===== src/rtl/wdtled_pkg.sv =====
// constants and types for the watchdog timer with status led
`default_nettype none
package wdtled_pkg;
   // gpio configuration register field positions
   localparam int CFG_DIR_BIT      = 0;
   localparam int CFG_POL_BIT      = 1;
   localparam int CFG_FUNC_LO      = 3;
   localparam int CFG_FUNC_HI      = 4;
   localparam int CFG_OTYPE_BIT    = 7;
   localparam logic [1:0] FUNC_GPIO = 2'h0;
   localparam logic [1:0] FUNC_ALT  = 2'h1;
   localparam logic [7:0] GPIO_CFG_RESET = 8'h01;
   // watchdog control register bits
   localparam int CTRL_STATUS_BIT  = 0;
   localparam int CTRL_TOGGLE_BIT  = 1;
   localparam int CTRL_FORCE_BIT   = 2;
   // watchdog config register bits
   localparam int CFG_KBD_EN_BIT   = 0;
   localparam int CFG_MOUSE_EN_BIT = 1;
   localparam int CFG_GAME_EN_BIT  = 2;
   localparam int CFG_TOGGLE_TO_BIT = 3;
   localparam int CFG_IRQ_LO       = 4;
   localparam int CFG_IRQ_HI       = 7;
   // timeout units register: msb selects seconds
   localparam int UNITS_SEC_BIT    = 7;
   localparam logic [7:0] RELOAD_RESET = 8'h00;
   localparam logic [15:0] GAME_PORT_ADDR = 16'h0201;
   // timing
   localparam longint CLK_HZ       = 100000000;
   localparam longint TICK_PERIOD_S = 1;
   localparam longint CYCLES_PER_SEC = CLK_HZ * TICK_PERIOD_S;
   localparam int SECS_PER_MIN     = 60;
   localparam int BLINK_HALF_DIV   = 2;
   // register reset values
   localparam logic [7:0] UNITS_RESET  = 8'h00;
   localparam logic [7:0] CONFIG_RESET = 8'h00;
   // led data bit positions in the two gpio data groups
   localparam int LED_A_DATA_BIT   = 3;
   localparam int LED_B_DATA_BIT   = 1;
   typedef enum logic [1:0] {
      TMR_IDLE    = 2'b00,
      TMR_COUNT   = 2'b01,
      TMR_EXPIRED = 2'b10
   } wdtled_state_t;
endpackage
`default_nettype wire


===== src/rtl/wdtled_prescaler.sv =====
// prescaler making second, minute and 1 hz blink phase ticks
`default_nettype none
module wdtled_prescaler #(
   parameter longint CYCLES_PER_SEC = wdtled_pkg::CYCLES_PER_SEC
) (
   // clock and reset
   input  wire logic sys_clk,
   input  wire logic reset_n,
   // ticks
   output logic      secTick,
   output logic      minTick,
   output logic      blinkPhase
);
   localparam longint HALF = CYCLES_PER_SEC / wdtled_pkg::BLINK_HALF_DIV;
   logic [31:0] cycCount;
   logic [5:0]  secCount;
   logic        halfTick;

   assign halfTick = (cycCount == 32'(HALF - 1)) || (cycCount == 32'(CYCLES_PER_SEC - 1));

   always_ff @(posedge sys_clk or negedge reset_n) begin
      if (!reset_n) begin
         cycCount <= 32'h0;
      end else if (cycCount == 32'(CYCLES_PER_SEC - 1)) begin
         cycCount <= 32'h0;
      end else begin
         cycCount <= cycCount + 32'h1;
      end
   end

   // blink phase flips every half second: 1 hz, 50 percent duty
   always_ff @(posedge sys_clk or negedge reset_n) begin
      if (!reset_n) begin
         blinkPhase <= 1'h0;
      end else if (halfTick) begin
         blinkPhase <= ~blinkPhase;
      end
   end

   always_ff @(posedge sys_clk or negedge reset_n) begin
      if (!reset_n) begin
         secTick  <= 1'h0;
         minTick  <= 1'h0;
         secCount <= 6'h0;
      end else begin
         secTick <= (cycCount == 32'(CYCLES_PER_SEC - 1));
         minTick <= (cycCount == 32'(CYCLES_PER_SEC - 1)) && (secCount == 6'(wdtled_pkg::SECS_PER_MIN - 1));
         if (cycCount == 32'(CYCLES_PER_SEC - 1)) begin
            secCount <= (secCount == 6'(wdtled_pkg::SECS_PER_MIN - 1)) ? 6'h0 : secCount + 6'h1;
         end
      end
   end
endmodule
`default_nettype wire


===== src/rtl/wdtled_gpio_pin.sv =====
// one gpio pin with a selectable alternate output function
`default_nettype none
module wdtled_gpio_pin (
   // configuration and data
   input  wire logic [7:0] pinCfg,
   input  wire logic       dataBit,
   input  wire logic       altValue,
   input  wire logic       pinIn,
   // pin
   output logic            pinOut,
   output logic            pinOe,
   output logic            pinLevel
);
   logic altSel;
   logic isOut;
   logic value;

   assign altSel = pinCfg[wdtled_pkg::CFG_FUNC_HI:wdtled_pkg::CFG_FUNC_LO] == wdtled_pkg::FUNC_ALT;
   // alternate function forces output direction, direction bit ignored
   assign isOut  = altSel | ~pinCfg[wdtled_pkg::CFG_DIR_BIT];
   assign value  = (altSel ? altValue : dataBit) ^ pinCfg[wdtled_pkg::CFG_POL_BIT];
   // open drain only pulls low; high level comes from the pull-up
   assign pinOut = value;
   assign pinOe  = isOut & (~pinCfg[wdtled_pkg::CFG_OTYPE_BIT] | ~value);
   assign pinLevel = pinIn ^ pinCfg[wdtled_pkg::CFG_POL_BIT];
endmodule
`default_nettype wire


===== src/rtl/wdtled_top.sv =====
// watchdog timer with sticky status bit and blinking power led
//
// Summary of operation
// - time-out of 1 to 255 seconds or minutes
// - units register msb selects seconds or minutes
// - reload zero disables; resets to zero
// - nonzero reload write restarts countdown
// - at zero, counter halts, status set
// - host may set or clear status; a hardware set in the same cycle wins over a clear
// - keyboard, mouse, game-port access restart sources
// - enabled source reloads and clears status
// - rise pulse on status rising edge; status level on chosen irq channel
// - mapped irq line follows status level
// - force bit zeros count, sets status, self-clears
// - status available as alternate output, two pins
// - led pin direction comes from its config input; nothing here resets it
// - data bit turns led on or off
// - blinking only with led alternate function
// - toggle bit blinks led 1 hz whatever the status
// - toggle-on-timeout blinks led while status set
// - otherwise led steady at its data value
// - pin polarity bit inverts led output
// - output type bit selects open drain
// - alternate function forces pin direction
`default_nettype none
module wdtled_top #(
   parameter longint CYCLES_PER_SEC = wdtled_pkg::CYCLES_PER_SEC,
   parameter int     IRQ_CHANNELS   = 16
) (
   // clock and reset
   input  wire logic                    sys_clk,
   input  wire logic                    reset_n,
   // watchdog registers: value plus write strobe
   input  wire logic [7:0]              reloadValueIn,
   input  wire logic                    reloadValueWr,
   input  wire logic [7:0]              timeoutUnitsIn,
   input  wire logic                    timeoutUnitsWr,
   input  wire logic [7:0]              configIn,
   input  wire logic                    configWr,
   input  wire logic [7:0]              controlIn,
   input  wire logic                    controlWr,
   // register readback
   output logic [7:0]                   reloadValue,
   output logic [7:0]                   timeoutUnits,
   output logic [7:0]                   watchdogConfig,
   output logic [7:0]                   watchdogControl,
   output logic [7:0]                   countValue,
   // restart sources
   input  wire logic                    kbdIrq,
   input  wire logic                    mouseIrq,
   input  wire logic                    ioAccess,
   input  wire logic [15:0]             ioAddr,
   // interrupt
   output logic [IRQ_CHANNELS-1:0]      irqOut,
   output logic                         timeoutRise,
   // gpio configuration and data
   input  wire logic [7:0]              statusPinACfg,
   input  wire logic [7:0]              statusPinBCfg,
   input  wire logic [7:0]              ledPinACfg,
   input  wire logic [7:0]              ledPinBCfg,
   input  wire logic [7:0]              gpioGroup1Data,
   input  wire logic [7:0]              gpioGroup6Data,
   // pins
   input  wire logic [3:0]              pinIn,
   output logic [3:0]                   pinOut,
   output logic [3:0]                   pinOe,
   output logic [3:0]                   pinLevel
);
   localparam int LED_A_DATA_BIT = wdtled_pkg::LED_A_DATA_BIT;
   localparam int LED_B_DATA_BIT = wdtled_pkg::LED_B_DATA_BIT;

   wdtled_pkg::wdtled_state_t state;
   wdtled_pkg::wdtled_state_t next_state;
   logic [7:0] count;
   logic       timeoutStatus;
   logic       toggleLed;
   logic       statusDly;
   logic       secTick;
   logic       minTick;
   logic       blinkPhase;
   logic       unitTick;
   logic       restart;
   logic       forceNow;
   logic       reachZero;
   logic       blinkOn;

   wdtled_prescaler #(
      .CYCLES_PER_SEC(CYCLES_PER_SEC)
   ) uPrescaler (
      .sys_clk    (sys_clk),
      .reset_n    (reset_n),
      .secTick    (secTick),
      .minTick    (minTick),
      .blinkPhase (blinkPhase)
   );

   // register storage
   always_ff @(posedge sys_clk or negedge reset_n) begin
      if (!reset_n) begin
         reloadValue    <= wdtled_pkg::RELOAD_RESET;
         timeoutUnits   <= wdtled_pkg::UNITS_RESET;
         watchdogConfig <= wdtled_pkg::CONFIG_RESET;
         toggleLed      <= 1'h0;
      end else begin
         if (reloadValueWr) begin
            reloadValue <= reloadValueIn;
         end
         if (timeoutUnitsWr) begin
            timeoutUnits <= timeoutUnitsIn;
         end
         if (configWr) begin
            watchdogConfig <= configIn;
         end
         if (controlWr) begin
            toggleLed <= controlIn[wdtled_pkg::CTRL_TOGGLE_BIT];
         end
      end
   end

   // restart sources, each gated by its own enable
   assign restart = (kbdIrq & watchdogConfig[wdtled_pkg::CFG_KBD_EN_BIT])
                  | (mouseIrq & watchdogConfig[wdtled_pkg::CFG_MOUSE_EN_BIT])
                  | (ioAccess && ioAddr == wdtled_pkg::GAME_PORT_ADDR
                     && watchdogConfig[wdtled_pkg::CFG_GAME_EN_BIT]);

   assign forceNow = controlWr & controlIn[wdtled_pkg::CTRL_FORCE_BIT];
   // unit tick: second ticks directly, or minute ticks when msb clear
   assign unitTick = timeoutUnits[wdtled_pkg::UNITS_SEC_BIT] ? secTick : minTick;
   assign reachZero = (state == wdtled_pkg::TMR_COUNT) && unitTick && (count == 8'h01);

   // a restart over a zero reload must not wake the counter
   function automatic logic start_count(
      input logic       writeStrobe,
      input logic [7:0] writeValue,
      input logic       restartEvent,
      input logic [7:0] heldValue
   );
      return (writeStrobe && writeValue != 8'h00) || (restartEvent && heldValue != 8'h00);
   endfunction

   always_comb begin
      next_state = state;
      case (state)
         wdtled_pkg::TMR_IDLE: begin
            if (start_count(reloadValueWr, reloadValueIn, restart, reloadValue)) begin
               next_state = wdtled_pkg::TMR_COUNT;
            end
         end
         wdtled_pkg::TMR_COUNT: begin
            if (reachZero) begin
               next_state = wdtled_pkg::TMR_EXPIRED;
            end
         end
         wdtled_pkg::TMR_EXPIRED: begin
            if (start_count(reloadValueWr, reloadValueIn, restart, reloadValue)) begin
               next_state = wdtled_pkg::TMR_COUNT;
            end
         end
         default: next_state = wdtled_pkg::TMR_IDLE;
      endcase
      if (reloadValueWr && reloadValueIn == 8'h00) begin
         next_state = wdtled_pkg::TMR_IDLE;
      end else if (forceNow) begin
         next_state = wdtled_pkg::TMR_EXPIRED;
      end
   end

   always_ff @(posedge sys_clk or negedge reset_n) begin
      if (!reset_n) begin
         state <= wdtled_pkg::TMR_IDLE;
      end else begin
         state <= next_state;
      end
   end

   // down counter, 1..255 units
   always_ff @(posedge sys_clk or negedge reset_n) begin
      if (!reset_n) begin
         count <= 8'h00;
      end else if (reloadValueWr) begin
         count <= reloadValueIn;
      end else if (forceNow) begin
         count <= 8'h00;
      end else if (restart) begin
         count <= reloadValue;
      end else if (state == wdtled_pkg::TMR_COUNT && unitTick && count != 8'h00) begin
         count <= count - 8'h01;
      end
   end

   // sticky status: hardware set outranks any clear in the same cycle
   always_ff @(posedge sys_clk or negedge reset_n) begin
      if (!reset_n) begin
         timeoutStatus <= 1'h0;
      end else if (reachZero || forceNow) begin
         timeoutStatus <= 1'h1;
      end else if (controlWr) begin
         timeoutStatus <= controlIn[wdtled_pkg::CTRL_STATUS_BIT];
      end else if (restart) begin
         timeoutStatus <= 1'b0;
      end
   end

   always_ff @(posedge sys_clk or negedge reset_n) begin
      if (!reset_n) begin
         statusDly <= 1'h0;
      end else begin
         statusDly <= timeoutStatus;
      end
   end

   assign timeoutRise = timeoutStatus & ~statusDly;

   // channel 0 means unmapped; only the selected nonzero channel carries the status level
   always_comb begin
      irqOut = '0;
      for (int i = 1; i < IRQ_CHANNELS; i++) begin
         if (watchdogConfig[wdtled_pkg::CFG_IRQ_HI:wdtled_pkg::CFG_IRQ_LO] == 4'(i)) begin
            irqOut[i] = timeoutStatus;
         end
      end
   end

   assign countValue      = count;
   // force bit reads zero: it never stores
   assign watchdogControl = {5'h00, 1'h0, toggleLed, timeoutStatus};

   // led blink decision
   assign blinkOn = toggleLed
                  | (watchdogConfig[wdtled_pkg::CFG_TOGGLE_TO_BIT] & timeoutStatus);

   // status output on either of two pins
   wdtled_gpio_pin uStatusA (
      .pinCfg   (statusPinACfg),
      .dataBit  (1'h0),
      .altValue (timeoutStatus),
      .pinIn    (pinIn[0]),
      .pinOut   (pinOut[0]),
      .pinOe    (pinOe[0]),
      .pinLevel (pinLevel[0])
   );

   wdtled_gpio_pin uStatusB (
      .pinCfg   (statusPinBCfg),
      .dataBit  (1'h0),
      .altValue (timeoutStatus),
      .pinIn    (pinIn[1]),
      .pinOut   (pinOut[1]),
      .pinOe    (pinOe[1]),
      .pinLevel (pinLevel[1])
   );

   // plain gpio gives steady data only; blink rides the alternate path
   wdtled_gpio_pin uLedA (
      .pinCfg   (ledPinACfg),
      .dataBit  (gpioGroup1Data[LED_A_DATA_BIT]),
      .altValue (gpioGroup1Data[LED_A_DATA_BIT] & ~(blinkOn & blinkPhase)),
      .pinIn    (pinIn[2]),
      .pinOut   (pinOut[2]),
      .pinOe    (pinOe[2]),
      .pinLevel (pinLevel[2])
   );

   wdtled_gpio_pin uLedB (
      .pinCfg   (ledPinBCfg),
      .dataBit  (gpioGroup6Data[LED_B_DATA_BIT]),
      .altValue (gpioGroup6Data[LED_B_DATA_BIT] & ~(blinkOn & blinkPhase)),
      .pinIn    (pinIn[3]),
      .pinOut   (pinOut[3]),
      .pinOe    (pinOe[3]),
      .pinLevel (pinLevel[3])
   );

   a_force_sets_status: assert property (@(posedge sys_clk) disable iff (!reset_n)
      forceNow |=> timeoutStatus && count == 8'h00)
      else $error("force did not zero count and set status");

   a_zero_halts_count: assert property (@(posedge sys_clk) disable iff (!reset_n)
      reachZero && !reloadValueWr && !restart
         |=> count == 8'h00 && timeoutStatus && state == wdtled_pkg::TMR_EXPIRED)
      else $error("count did not halt at zero with status set");

   a_reload_restarts: assert property (@(posedge sys_clk) disable iff (!reset_n)
      reloadValueWr && reloadValueIn != 8'h00 && !forceNow
         |=> state == wdtled_pkg::TMR_COUNT && count == $past(reloadValueIn))
      else $error("nonzero reload did not restart countdown");

   a_zero_disables: assert property (@(posedge sys_clk) disable iff (!reset_n)
      reloadValueWr && reloadValueIn == 8'h00 |=> state == wdtled_pkg::TMR_IDLE && !reachZero)
      else $error("zero reload did not disable");

   a_restart_clears: assert property (@(posedge sys_clk) disable iff (!reset_n)
      restart && !reachZero && !forceNow && !controlWr && !reloadValueWr
         |=> !timeoutStatus && count == $past(reloadValue))
      else $error("enabled restart did not reload and clear");

   a_host_status_write: assert property (@(posedge sys_clk) disable iff (!reset_n)
      controlWr && !reachZero && !forceNow |=> timeoutStatus == $past(controlIn[wdtled_pkg::CTRL_STATUS_BIT]))
      else $error("host status write lost");

   a_irq_follows_status: assert property (@(posedge sys_clk) disable iff (!reset_n)
      watchdogConfig[wdtled_pkg::CFG_IRQ_HI:wdtled_pkg::CFG_IRQ_LO] != 4'h0 |->
         irqOut[watchdogConfig[wdtled_pkg::CFG_IRQ_HI:wdtled_pkg::CFG_IRQ_LO]] == timeoutStatus)
      else $error("irq line does not follow status");

   a_rise_pulse_once: assert property (@(posedge sys_clk) disable iff (!reset_n)
      timeoutRise |=> !timeoutRise && statusDly)
      else $error("rise indication not a single pulse");

   a_led_steady: assert property (@(posedge sys_clk) disable iff (!reset_n)
      !blinkOn && ledPinACfg[wdtled_pkg::CFG_FUNC_HI:wdtled_pkg::CFG_FUNC_LO] == wdtled_pkg::FUNC_ALT |->
         pinOut[2] == (gpioGroup1Data[LED_A_DATA_BIT] ^ ledPinACfg[wdtled_pkg::CFG_POL_BIT]))
      else $error("led not steady at data value");

   a_idle_holds_still: assert property (@(posedge sys_clk) disable iff (!reset_n)
      state == wdtled_pkg::TMR_IDLE && reloadValue == 8'h00 && !reloadValueWr && !forceNow |=>
         state == wdtled_pkg::TMR_IDLE)
      else $error("disabled watchdog started");

   a_tick_decrements: assert property (@(posedge sys_clk) disable iff (!reset_n)
      state == wdtled_pkg::TMR_COUNT && unitTick && count != 8'h00 && !reloadValueWr && !forceNow && !restart
         |=> count == $past(count) - 8'h01)
      else $error("unit tick did not step the count down");

   a_minutes_skip_seconds: assert property (@(posedge sys_clk) disable iff (!reset_n)
      state == wdtled_pkg::TMR_COUNT && !timeoutUnits[wdtled_pkg::UNITS_SEC_BIT] && !minTick
         && !reloadValueWr && !forceNow && !restart |=> count == $past(count))
      else $error("minute count moved without a minute tick");

   a_unmapped_irq_quiet: assert property (@(posedge sys_clk) disable iff (!reset_n)
      watchdogConfig[wdtled_pkg::CFG_IRQ_HI:wdtled_pkg::CFG_IRQ_LO] == 4'h0 |-> irqOut == '0)
      else $error("unmapped watchdog drove an irq line");

   a_alt_forces_output: assert property (@(posedge sys_clk) disable iff (!reset_n)
      ledPinACfg[wdtled_pkg::CFG_FUNC_HI:wdtled_pkg::CFG_FUNC_LO] == wdtled_pkg::FUNC_ALT
         && !ledPinACfg[wdtled_pkg::CFG_OTYPE_BIT] |-> pinOe[2])
      else $error("alternate push pull pin not driven");

   a_gpio_input_quiet: assert property (@(posedge sys_clk) disable iff (!reset_n)
      ledPinACfg[wdtled_pkg::CFG_FUNC_HI:wdtled_pkg::CFG_FUNC_LO] != wdtled_pkg::FUNC_ALT
         && ledPinACfg[wdtled_pkg::CFG_DIR_BIT] |-> !pinOe[2])
      else $error("input led pin is driven");

   a_toggle_blinks_led: assert property (@(posedge sys_clk) disable iff (!reset_n)
      toggleLed && blinkPhase
         && ledPinACfg[wdtled_pkg::CFG_FUNC_HI:wdtled_pkg::CFG_FUNC_LO] == wdtled_pkg::FUNC_ALT
         |-> pinOut[2] == ledPinACfg[wdtled_pkg::CFG_POL_BIT])
      else $error("led not in off phase while toggling");

   a_open_drain_release: assert property (@(posedge sys_clk) disable iff (!reset_n)
      ledPinACfg[wdtled_pkg::CFG_OTYPE_BIT] && pinOut[2] |-> !pinOe[2])
      else $error("open drain led pin drove high");
endmodule
`default_nettype wire


===== config.mk =====
export PLATFORM = sky130hd
export DESIGN_NAME = wdtled_top
export DESIGN_NICKNAME = d
export VERILOG_FILES = /design/src/rtl/wdtled_pkg.sv /design/src/rtl/wdtled_prescaler.sv /design/src/rtl/wdtled_gpio_pin.sv /design/src/rtl/wdtled_top.sv
export SDC_FILE = /design/constraint.sdc
export NUM_CORES = 1
export LEC_CHECK = 0
export BUFFER_PORTS_ARGS = -buffer_cell sky130_fd_sc_hd__buf_4
export CORE_AREA = 2 2 131 121
export DETAILED_ROUTE_END_ITERATION = 7
export DIE_AREA = 0 0 133 123
export PLACE_DENSITY = 0.67
export SLEW_MARGIN = 30
export SYNTH_ARGS = -nofsm -noshare
export SYNTH_HDL_FRONTEND = slang
export SYNTH_HIERARCHICAL = 1
export SYNTH_SLANG_ARGS = --single-unit

===== constraint.sdc =====
create_clock -name sys_clk -period 2.1 [get_ports sys_clk]
set_clock_uncertainty 0.15 [all_clocks]
set_input_delay 0.21 -clock sys_clk [delete_from_list [all_inputs] [get_ports sys_clk]]
set_output_delay 0.21 -clock sys_clk [all_outputs]
set_load 0.01 [all_outputs]

Word-level counts from Yosys, hierarchy flattened --
Index checks and enable logic that the tools add are counted.
Word-level totals: input bits 109, output and inout bits 69, register bits after elaboration 78, logic and storage cells 145
Operators by class: reductions and logical operators 21, equal/unequal tests 28, $add $sub $neg 3, bitwise logic cells 46, muxes and demuxes 34
Operators with widths (count):
- 32-bit by 1-bit adder with 32-bit output, second input constant | 1
- 32-bit by 26-bit equality test with 1-bit output, second input constant | 1
- 32-bit by 27-bit equality test with 1-bit output, second input constant | 1
- 4-bit equality test, second input constant | 8
- 32-bit 2-to-1 mux | 1
- 8-bit 2-to-1 mux | 4
- 8-bit nonzero test | 3
- 1-bit 2-to-1 mux | 23
- 16-bit by 10-bit equality test with 1-bit output, second input constant | 1
- 4-bit by 3-bit equality test with 1-bit output, second input constant | 4
- 1-bit NOT | 15
- 1-bit bitwise AND | 12
- 1-bit OR | 11
- 2-bit by 1-bit equality test with 1-bit output, second input constant | 5
- 1-bit logical AND | 9
- 4-bit by 2-bit equality test with 1-bit output, second input constant | 2
- 8-bit by 1-bit equality test with 1-bit output, second input constant | 1
- 8-bit logical NOT | 1
- 2-bit 2-to-1 mux | 4
- 8-bit by 1-bit subtractor with 8-bit output, second input constant | 1
- 1-bit bitwise XOR | 8
- 6-bit by 1-bit adder with 6-bit output, second input constant | 1
- 6-bit equality test, second input constant | 1
- 6-bit 2-to-1 mux | 1
- 11 further kinds | 13

Logic depth before layout (Yosys ltp) --
Gate-level depths: netlist (run 1).
depth after elaboration 10, gate-level depth with buffers 8

Modules after synthesis --
Netlist (run 1), hierarchy kept.
Modules (own cells, without submodules):
- wdtled_top | cells an instance 193, instances 1, area each 2100.8 sq um, sequential area each 925.9 sq um
- wdtled_prescaler | cells an instance 209, instances 1, area each 2092.0 sq um, sequential area each 1026.0 sq um
- wdtled_gpio_pin | cells an instance 6, instances 4, area each 56.3 sq um, sequential area each 0.0 sq um

Least setup slack after synthesis (run 1) --
OpenSTA, ideal clock, no wires.
kind register -> register, from reg count[0], in the netlist countValue[0], to reg count[5], in the netlist countValue[5], slack 76 ps, stages on the path, launching flop included 8, data arrival time 1791 ps, clock period less this slack 2024 ps, path buffers 0, path through dfrtp_1 > inv_1 > ha_1 > or3b_2 > o211ai_4 > o211a_4 > a22oi_1 > o21ai_0
Between the ends: word-level cells in the longest chain between the ends 5, elaborated cells on any way between the ends 8
Ends and longest elaborated chain:
- start, declared | line wdtled_top.sv:74 | logic [7:0] count;
- start signal, assigned | line wdtled_top.sv:181 | count <= reloadValueIn;
- start signal, assigned | line wdtled_top.sv:185 | count <= reloadValue;
- start signal, assigned | line wdtled_top.sv:187 | count <= count - 8'h01;
- 8-bit by 1-bit subtractor with 8-bit output | line wdtled_top.sv:187
- 8-bit 2-to-1 mux | line wdtled_top.sv:186 | end else if (state == wdtled_pkg::TMR_COUNT && unitTick && count != 8'h00) begin
- 8-bit 2-to-1 mux | line wdtled_top.sv:184 | end else if (restart) begin
- 8-bit 2-to-1 mux | line wdtled_top.sv:182 | end else if (forceNow) begin
- 8-bit 2-to-1 mux | line wdtled_top.sv:180 | end else if (reloadValueWr) begin
Parallel ways exist; a longest one is shown, timed or not. The select of a mux whose other input is x is not followed. A chain may end at the register's enable or synchronous reset.

Final worst setup path (run 1) --
from reg toggleLed, to out pinOe[2]
Between the ends: word-level cells in the longest chain between the ends 9
Ends and longest elaborated chain:
- start, declared | line wdtled_top.sv:76 | logic toggleLed;
- start signal, assigned | line wdtled_top.sv:115 | toggleLed <= controlIn[wdtled_pkg::CTRL_TOGGLE_BIT];
- 1-bit OR | line wdtled_top.sv:230 | | (watchdogConfig[wdtled_pkg::CFG_TOGGLE_TO_BIT] & timeoutStatus);
- 1-bit bitwise AND | line wdtled_top.sv:257 | .altValue (gpioGroup1Data[LED_A_DATA_BIT] & ~(blinkOn & blinkPhase)),
- 1-bit NOT | line wdtled_top.sv:257
- 1-bit bitwise AND | line wdtled_top.sv:257
- 1-bit 2-to-1 mux | line wdtled_gpio_pin.sv:21 | assign value = (altSel ? altValue : dataBit) ^ pinCfg[wdtled_pkg::CFG_POL_BIT];
- 1-bit bitwise XOR | line wdtled_gpio_pin.sv:21
- 1-bit NOT | line wdtled_gpio_pin.sv:24 | assign pinOe = isOut & (~pinCfg[wdtled_pkg::CFG_OTYPE_BIT] | ~value);
- 1-bit OR | line wdtled_gpio_pin.sv:24
- 1-bit bitwise AND | line wdtled_gpio_pin.sv:24
- end, declared | line wdtled_top.sv:66 | output logic [3:0] pinOe,
No other way between the ends.

==> results.py, run 1 <==
metrics = {
    "pwr": {
        "p_int_mw": 3.084,
        "leakage_nw": 2.944,
        "p_sw_mw": 1.006,
        "power.density_mw_per_mm2": 635.2,
        "power_frac_seq_pct": 40.5,
        "clockPowerShare_pct": 41.3,
        "power_frac_comb_pct": 18.3,
        "vdd_drop_max_mv": 0.3654,
        "p_sw_share_pct": 24.59,
    },
    "global_route": {
        "grt_pass1_wl_mm": 18.76,
        "use_met3_pct": 4.018,
        "antenna_found_initial": 0,
        "grt_overflow": 0,
        "grt_pass1_vias": 3855,
        "busiest_layer": "met2",
        "grtUsageMet1_pct": 16.67,
        "met2_usage_pct": 25.32,
        "grt_max_degree": 54,
        "grt_usage_pct": 14.23,
    },
    "yosys": {
        "synth.distinct_cells": 70,
        "synth-compound-area-share_pct": 11.78,
        "synth_async_sr_flop_share_pct": 100.0,
        "synth_commonest_cells": "dfrtp_1 (78), nor2_1 (34), nand2_1 (33), mux2_2 (24), o21ai_0 (22)",
        "synthFlopType": "dfrtp_1",
        "synthAdderAreaFrac_pct": 1.133,
        "synthMuxAreaShare_pct": 9.402,
        "ys_top_cells_by_area": "dfrtp_1 (44%), mux2_2 (6.1%), xnor2_1 (3.6%)",
        "synthCells": 426,
        "yosysMostFrequentCell": "dfrtp_1",
        "synth_top_family_by_area": "simple AND/OR/NAND/NOR gates",
        "yosys_warnings": 6,
        "yosys.area_share.simple_pct": 22.43,
        "synth_edf_count": 0,
        "synth_top_area_cell": "dfrtp_1",
        "seq_area_frac_synth_pct": 44.18,
        "ys_ff_latch": 78,
        "synth_area_per_cell_um2": 10.37,
        "syn_area_mm2": 0.004418,
        "yosys.area_share.xor_xnor_pct": 6.344,
        "synth_top_area_share_pct": 44.18,
    },
    "worst_setup_path": {
        "cp-end-kind": "output pin",
        "start_kind": "flip-flop",
        "crit_start": "toggleLed$_DFFE_PN0P_",
        "r2r_end": "countValue[7]$_DFFE_PN0P_",
        "r2r-start": "countValue[1]$_DFFE_PN0P_",
        "cp_max_fo": 3,
        "slowest_delay_ns": 0.39,
        "crit_chain": "a21o_1, nand2_2, and2_4, mux2i_1, xnor2_1, a21oi_1, buf_4",
        "crit_type": "reg2out",
        "r2r_setup_slack_ns": 0.06,
        "crit_required_ns": 1.74,
        "critPathArrivalTime_ns": 1.69,
        "rr_worst_depth": 6,
        "cp_slowest_cell": "dfrtp_1",
    },
    "sta": {
        "hold_viol_final": 0,
        "min_period_over_period_pct": 97.39,
        "period_minus_slack_ns": 2.045,
        "whs_ns": 0.02184,
        "setup_violations": 0,
        "drv_slew": 0,
        "rsz0062_at_grt": "yes",
        "timing.fmax_mhz": 489.0,
    },
    "floorplanning": {
        "num_io_pins": 178,
        "die_x_um": 133,
        "die_area_mm2": 0.01636,
        "die_h_um": 123,
        "start_util_pct": 29.43,
        "core_mm2": 0.01501,
        "fp-row-count": 43,
    },
    "clock_network": {
        "cts_tree": "yes",
        "clk_transition_reported_paths_ns": 0.06,
        "cts_inserted_buffers": 9,
        "htree_levels": 3,
        "clock_path_buffers": 2,
        "cts.sinks": 78,
        "clock_latency_ns": 0.33,
        "clockRootBuffer": "clkbuf_16",
    },
    "detailed_routing": {
        "postRouteAntennaNets": 0,
        "routed_via_density": 4.847,
        "drt_iter0_drc": 197,
        "drc_errors": 0,
        "dr_total_vias": 3999,
        "drt-total-wl_mm": 11.74,
        "wl_per_cell_um": 14.23,
        "drt-pass1-iter-count": 4,
    },
    "finish": {
        "drive_gt1_share_pct": 39.17,
        "syn_to_final_growth_pct": 45.74,
        "final_nets": 731,
        "nFillCells": 1398,
        "insertedDiodeCount": 0,
        "final_util_pct": 42.89,
    },
    "outcome": {
        "status": "finished, final reports clean",
    },
    "placed_design": {
        "dp_hpwl_mm": 8.683,
        "io_buffer_count": 139,
        "place_congestion": 0.8949,
    },
    "min_path": {
        "hold_end": "timeoutStatus$_DFFE_PN0P_",
        "hold_depth": 3,
        "hold_path.class": "in2reg",
        "min_from": "controlIn[0]",
    },
    "run": {
        "cap_violations": 0,
    },
}
-- registers in the layout, indices dropped and copies added, names as in the netlist, 2 cells and up --
signal and count:
uPrescaler/cycCount 32, watchdogConfig 8, uPrescaler/secCount 6, timeoutUnits 8, reloadValue 8, countValue 8, state 2
-- cell families after synthesis --
logic type | Yosys count
AOI/OAI and AO/OA | 74
xor gates and xnor gates | 32
adders and majority gates | 4
buffers and inverters | 31
DFF | 78
muxes | 38
other | 1
and+or+nand+nor | 168
-- how the worst max path moves through the flow --
stage | end | cells after the start
final | pinOe[2] | 7
after global placement | countValue[3]$_DFFE_PN0P_ | 7
after floorplan | countValue[5]$_DFFE_PN0P_ | 7
after global routing | pinOe[3] | 7
after detailed placement | countValue[5]$_DFFE_PN0P_ | 7
after CTS | pinOe[3] | 7
-- per-stage QoR --
stage                     power (mW)  instances  instance area (µm²)  TNS, ns  setup slack (ns)
after global routing           4.263        825                 6439  -0.2282          -0.07984
after floorplan                1.993        434                 4448        0           0.07623
final                          4.090        825                 6439        0           0.05483
after detailed placement       2.376        778                 5766  -0.1173          -0.03351
after CTS                      4.132        822                 6375        0          0.008014
after global placement         2.360        778                 5766        0          0.007589
-- critical path, delay by kind of cell, from the launching register on --
family                    cells  cell delay (ns)
DFF                           1             0.39
xor gates and xnor gates      1             0.23
and+or+nand+nor               2             0.23
buffers and inverters         1             0.15
muxes                         1             0.07
AOI/OAI and AO/OA             2             0.27
-- routing by layer --
layer | vias up | share of wire (%)
li1 | 1907 | -
met1 | 1934 | 42
met2 | 140 | 50
met3 | 18 | 6.7
met4 | 0 | 1.8
met5 | - | 0
-- layout by cell type, fill, tap and decap left out, drive strengths merged, types with 14 or more instances in the layout --
cell / netlist / final
dfrtp: 78 / 78
nor2: 34 / 34
o21ai: 23 / 23
nand2: 33 / 33
xor2: 14 / 14
xnor2: 18 / 18
dlygate4sd3: 0 / 28
nor3: 18 / 18
buf: 14 / 165
mux2: 25 / 25
-- final cells by class --
cell class,count,area [µm²],area share [%]
inverters,11,41.29,0.6413
clock inverters,4,77.57,1.205
multi-input cells,325,2326,36.13
repair buffers,193,1543,23.96
flip-flops and latches,78,1952,30.31
clock buffers,12,246.5,3.828
well taps,202,252.7,3.925
-- what timing repair did --
action | in CTS | in global routing
endpoints found under the hold margin | 59 | 0
endpoints found under the setup margin | 9 | 6
hold buffers | 28 | 0
gates resized for setup | 2 | 14
setup buffers | 0 | 3
pin swaps | 3 | 8
-- power by group through the flow --
stage	Clock, mW	Sequential [mW]	Combinational, mW
2_1_floorplan	0	1.70	0.295
3_3_place_gp	0	1.68	0.684
3_5_place_dp	0	1.68	0.696
4_1_cts	1.73	1.65	0.744
5_1_grt	1.79	1.67	0.804
6_report	1.69	1.66	0.747
Note: power is estimated with default switching activity, not from simulation.
==> run 2: changes to the inputs <==
--- a/config.mk
+++ b/config.mk
@@ -6,9 +6,9 @@
 export NUM_CORES = 1
 export LEC_CHECK = 0
 export BUFFER_PORTS_ARGS = -buffer_cell sky130_fd_sc_hd__buf_4
-export CORE_AREA = 2 2 131 121
+export CORE_AREA = 2 2 125 127
 export DETAILED_ROUTE_END_ITERATION = 7
-export DIE_AREA = 0 0 133 123
+export DIE_AREA = 0 0 127 129
 export PLACE_DENSITY = 0.67
 export SLEW_MARGIN = 30
 export SYNTH_ARGS = -nofsm -noshare
==> run 2 against run 1 <==
The run now ends with negative setup slack left. Critical path depth fell by 2. Combinational power rose by 3%. Clock power fell by 13%. Final area fell by 0.84%. Non-clock buffer count fell by 1. Die area rose by 0.15%. Final cell count fell by 1.8%. Sequential power barely moved. First-iteration DRC count rose by 46%. Critical path type is now reg2reg. Highest routed layer unchanged.
==> results.py, run 2 (same netlist as run 1, synthesis figures left out) <==
metrics = {
    "global_route": {
        "grt_overflow": 0,
        "grt_max_degree": 43,
        "grt_pass1_wl_mm": 20.06,
        "grt_pass1_vias": 4082,
        "antenna_found_initial": 0,
        "grt_usage_pct": 15.35,
    },
    "sta": {
        "hold_viol_final": 0,
        "worst_slew_pin_slew_ns": 0.5935,
        "timing.fmax_mhz": 469.7,
        "setup_violations": 1,
        "rsz0062_at_grt": "yes",
        "slew_headroom_pct": 60.43,
        "period_minus_slack_ns": 2.129,
        "drv_slew": 0,
        "worst_slack_ns": -0.02896,
        "min_period_over_period_pct": 101.4,
        "whs_ns": 0.01937,
    },
    "clock_network": {
        "cts_inserted_buffers": 9,
        "cts_tree": "yes",
        "clk_transition_reported_paths_ns": 0.07,
        "cts.sinks": 78,
        "clock_path_buffers": 2,
        "clockRootBuffer": "clkbuf_16",
        "htree_levels": 3,
        "clock_latency_ns": 0.34,
    },
    "finish": {
        "drive_gt1_share_pct": 39.87,
        "syn_to_final_growth_pct": 44.52,
        "max_flop_register": "uPrescaler/cycCount",
        "layout_commonest_cell": "buf_4",
        "largest_reg_flops": 32,
        "final_cell_mix": "buf_4 (163), dfrtp_1 (77), nor2_1 (34), nand2_1 (31), dlygate4sd3_1 (27)",
        "insertedDiodeCount": 0,
        "seqCellArea_mm2": 0.001953,
        "multi_input_area_mm2": 0.002346,
        "nFillCells": 1377,
        "final_nets": 730,
        "final_util_pct": 42.63,
    },
    "pwr": {
        "vdd_drop_max_mv": 0.3536,
        "power_frac_comb_pct": 19.7,
        "clockPowerShare_pct": 37.7,
        "p_sw_share_pct": 26.93,
        "power.density_mw_per_mm2": 609.5,
        "leakage_nw": 2.927,
        "p_sw_mw": 1.048,
        "power_frac_seq_pct": 42.6,
        "p_int_mw": 2.844,
    },
    "detailed_routing": {
        "drt_iter0_drc": 287,
        "drt-total-wl_mm": 12.66,
        "postRouteAntennaNets": 0,
        "routed_via_density": 4.991,
        "drt-pass1-iter-count": 5,
        "drc_errors": 0,
        "dr_total_vias": 4043,
        "wl_per_cell_um": 15.62,
    },
    "floorplanning": {
        "num_io_pins": 178,
        "start_util_pct": 29.50,
        "die_x_um": 127,
        "fp-row-count": 45,
        "core_mm2": 0.01498,
        "die_h_um": 129,
        "die_area_mm2": 0.01638,
    },
    "outcome": {
        "violations": "negative setup slack",
        "status": "finished, violations left",
    },
    "worst_setup_path": {
        "start_kind": "flip-flop",
        "crit_type": "reg2reg",
        "slowest_delay_ns": 0.59,
        "cp-end-kind": "flip-flop",
        "cp_common_cell": "or4_4",
        "cp_max_fo": 5,
        "crit_required_ns": 2.21,
        "critPathArrivalTime_ns": 2.23,
        "crit_chain": "or4_4, or4_4, a21oi_2, mux2i_1, o21ai_1",
        "cp_slowest_cell": "or4_4",
    },
    "placed_design": {
        "dp_hpwl_mm": 9.292,
        "io_buffer_count": 139,
        "place_congestion": 0.8338,
    },
    "min_path": {
        "hold_path.class": "in2reg",
    },
    "run": {
        "cap_violations": 0,
    },
}
==> run 2: cell types whose count changed in the layout (fill, tap and decap cells not counted), sizes merged <==
cell         previous run  this run
dlygate4sd3            28        27
inv                    13        12
clkinvlp                0         3
bufinv                  2         0
clkbuf                 12        10
clkinv                  0         2
==> run 2: final timing paths <==
path,from,endpoint,slack (ns),cells after the start
worst min register to register,uPrescaler/cycCount[31]$_DFF_PN0_,uPrescaler/cycCount[31]$_DFF_PN0_,0.32,1
max in group asynchronous,reset_n,uPrescaler/cycCount[17]$_DFF_PN0_,0.91,3
min in group asynchronous,reset_n,reloadValue[2]$_DFFE_PN0P_,0.28,2
worst min-delay path,controlIn[0],timeoutStatus$_DFFE_PN0P_,0.02,3
worst max-delay path,countValue[1]$_DFFE_PN0P_,countValue[7]$_DFFE_PN0P_,-0.03,5
worst max register to register,countValue[1]$_DFFE_PN0P_,countValue[7]$_DFFE_PN0P_,-0.03,5
==> run 2: layer usage <==
metal  wire length [µm]  track usage, %  vias to the layer above
met1               5126           18.03                     1936
met2               6330           27.29                      186
li1                   -               -                     1897
met3                873           3.410                       24
met4                325           6.206                        0
met5                  0               0                        -
==> run 2: layout make-up <==
type,instances,share of cell area [%]
Inverter,11,0.6467
Tap cell,188,3.684
Sequential cell,78,30.59
Clock inverter,6,0.7055
Timing Repair Buffer,192,23.89
Clock buffer,10,3.743
Multi-Input combinational cell,325,36.74
==> run 2: critical path, delay by kind of cell (launching register included) <==
kind	cells	cell delay, ns
simple gates	2	1.13
flops	1	0.43
compound gates	2	0.27
mux	1	0.08
==> run 2: timing repair <==
action	4_1_cts	5_1_grt
resized for setup	1	17
buffers inserted	0	3
endpoints found under the hold margin	73	0
setup endpoints to repair	7	14
pin swaps	2	13
hold buffers	27	0
==> run 2: per-stage QoR <==
stage | worst slack [ns] | cells | area, µm² | power (mW) | TNS, ns
floorplan | 0.07623 | 434 | 4448 | 1.993 | 0
global placement | 0.02596 | 764 | 5748 | 2.381 | 0
detailed placement | -0.04224 | 764 | 5748 | 2.395 | -0.1652
CTS | 0.02549 | 807 | 6305 | 3.924 | 0
global route | -0.06451 | 810 | 6385 | 4.083 | -0.2106
finish | -0.02896 | 810 | 6385 | 3.891 | -0.02896
==> run 2: power by group through the flow <==
stage / logic, mW / registers (mW) / clock network (mW)
floorplan: 0.295 / 1.70 / 0
global placement: 0.702 / 1.68 / 0
detailed placement: 0.711 / 1.68 / 0
CTS: 0.757 / 1.66 / 1.51
global route: 0.825 / 1.67 / 1.59
finish: 0.766 / 1.66 / 1.47
==> run 3: changes to the inputs <==
--- a/config.mk
+++ b/config.mk
@@ -10,6 +10,7 @@
 export DETAILED_ROUTE_END_ITERATION = 7
 export DIE_AREA = 0 0 127 129
 export PLACE_DENSITY = 0.67
+export SKIP_LAST_GASP = 1
 export SLEW_MARGIN = 30
 export SYNTH_ARGS = -nofsm -noshare
 export SYNTH_HDL_FRONTEND = slang
==> run 3 against run 2 <==
The run still ends with negative setup slack left. Final cell count unchanged. Worst setup slack better by 0.013 ns. Critical path depth unchanged. Via count down 0.57%. Register-to-register slack about the same. Combinational power about the same. Clock-buffer cell count unchanged. Largest cell class unchanged. Total power about the same.
==> results.py, run 3 (same netlist as run 1, synthesis figures left out) <==
metrics = {
    "global_route": {
        "grt_max_degree": 43,
        "grt_overflow": 0,
        "antenna_found_initial": 0,
        "grt_pass1_vias": 4082,
        "grt_pass1_wl_mm": 20.06,
        "grt_usage_pct": 15.35,
    },
    "floorplanning": {
        "die_h_um": 129,
        "core_mm2": 0.01498,
        "fp-row-count": 45,
        "die_area_mm2": 0.01638,
        "die_x_um": 127,
        "num_io_pins": 178,
        "start_util_pct": 29.50,
    },
    "pwr": {
        "power.density_mw_per_mm2": 608.9,
        "vdd_drop_max_mv": 0.3522,
        "leakage_nw": 2.927,
    },
    "sta": {
        "slew_headroom_pct": 60.24,
        "timing.fmax_mhz": 472.6,
        "drv_slew": 0,
        "worst_slew_pin_slew_ns": 0.5965,
        "tns_ns": -0.01583,
        "hold_viol_final": 0,
        "rsz0062_at_grt": "yes",
        "worst_slack_ns": -0.01583,
        "period_minus_slack_ns": 2.116,
        "setup_violations": 1,
        "min_period_over_period_pct": 100.8,
    },
    "finish": {
        "insertedDiodeCount": 0,
        "syn_to_final_growth_pct": 44.52,
        "layout_commonest_cell": "buf_4",
        "final_nets": 730,
        "nFillCells": 1377,
        "stdcell_count": 810,
        "max_flop_register": "uPrescaler/cycCount",
        "drive_gt1_share_pct": 39.87,
        "final_cell_mix": "buf_4 (163), dfrtp_1 (77), nor2_1 (34), nand2_1 (31), dlygate4sd3_1 (27)",
        "largest_reg_flops": 32,
    },
    "worst_setup_path": {
        "crit_type": "reg2reg",
        "cp-end-kind": "flip-flop",
        "r2r_setup_slack_ns": -0.02,
        "crit_required_ns": 2.20,
        "critPathArrivalTime_ns": 2.22,
        "start_kind": "flip-flop",
        "cp_max_fo": 5,
    },
    "detailed_routing": {
        "drt_iter0_drc": 330,
        "postRouteAntennaNets": 0,
        "drt-pass1-iter-count": 4,
        "wl_per_cell_um": 15.60,
        "drc_errors": 0,
        "dr_total_vias": 4020,
        "drt-total-wl_mm": 12.64,
        "routed_via_density": 4.963,
    },
    "outcome": {
        "status": "finished, violations left",
        "violations": "negative setup slack",
    },
    "placed_design": {
        "dp_hpwl_mm": 9.292,
        "dpl.cell_count": 764,
        "dp_slack_ns": -0.04224,
        "place_congestion": 0.8338,
        "io_buffer_count": 139,
    },
    "run": {
        "cap_violations": 0,
    },
    "min_path": {
        "hold_path.class": "in2reg",
    },
    "clock_network": {
        "clock_latency_ns": 0.34,
        "clock_path_buffers": 2,
        "cts_tree": "yes",
        "cts_inserted_buffers": 9,
        "clk_transition_reported_paths_ns": 0.06,
        "htree_levels": 3,
        "clockRootBuffer": "clkbuf_16",
        "cts.sinks": 78,
    },
}
-- run 3: timing repair --
item,in CTS,in global routing
resized for setup,1,16
gates cloned,0,0
buffers inserted,0,3
hold buffers,27,0
hold endpoints to repair,73,0
pin swaps,2,10
setup endpoints to repair,7,14
-- run 3: worst max-delay path, stage by stage (launching register included) --
cell	delay, ns
dfrtp_1	0.42
or4_4	0.59
or4_4	0.54
a21oi_2	0.15
mux2i_1	0.08
o21ai_1	0.12
-- run 3: worst paths after layout --
kind                                                   start                                 to  cells past startpoint
max                                countValue[1]$_DFFE_PN0P_          countValue[7]$_DFFE_PN0P_                      5
min                                             controlIn[0]          timeoutStatus$_DFFE_PN0P_                      3
max reg2reg                        countValue[1]$_DFFE_PN0P_          countValue[7]$_DFFE_PN0P_                      5
min reg2reg                uPrescaler/cycCount[31]$_DFF_PN0_  uPrescaler/cycCount[31]$_DFF_PN0_                      1
max in group asynchronous                            reset_n  uPrescaler/cycCount[17]$_DFF_PN0_                      3
min in group asynchronous                            reset_n         reloadValue[2]$_DFFE_PN0P_                      2
-- run 3: power by group --
group / internal (mW) / switching [mW] / total, mW
logic: 0.432 / 0.334 / 0.766
registers: 1.58 / 0.0829 / 1.66
clock network: 0.836 / 0.627 / 1.46
total: 2.84 / 1.04 / 3.89
-- run 3: final cells by class --
| type | count | area [µm²] | area share [%] |
|---|---|---|---|
| well taps | 188 | 235.2 | 3.684 |
| clock buffers | 10 | 239.0 | 3.743 |
| clock inverters | 6 | 45.04 | 0.7055 |
| flip-flops and latches | 78 | 1953 | 30.59 |
| repair buffers | 192 | 1525 | 23.89 |
| multi-input cells | 325 | 2346 | 36.74 |
| inverters | 11 | 41.29 | 0.6467 |
-- run 3: metal layers --
metal | GRT usage (%) | routed length, µm
met1 | 18.03 | 5193
met2 | 27.29 | 6291
met3 | 3.410 | 835
met4 | 6.206 | 317
met5 | 0 | 0
-- run 3: per-stage QoR --
step | util (%) | instance area (µm²) | hold slack, ns | power, mW
after floorplan | - | 4448 | -0.2356 | 1.993
after global placement | 38.38 | 5748 | 0.1063 | 2.381
after detailed placement | 38.38 | 5748 | 0.1140 | 2.395
after CTS | 42.10 | 6305 | 0.01262 | 3.924
after global routing | 42.63 | 6385 | 0.03897 | 4.083
final | 42.63 | 6385 | 0.01966 | 3.888
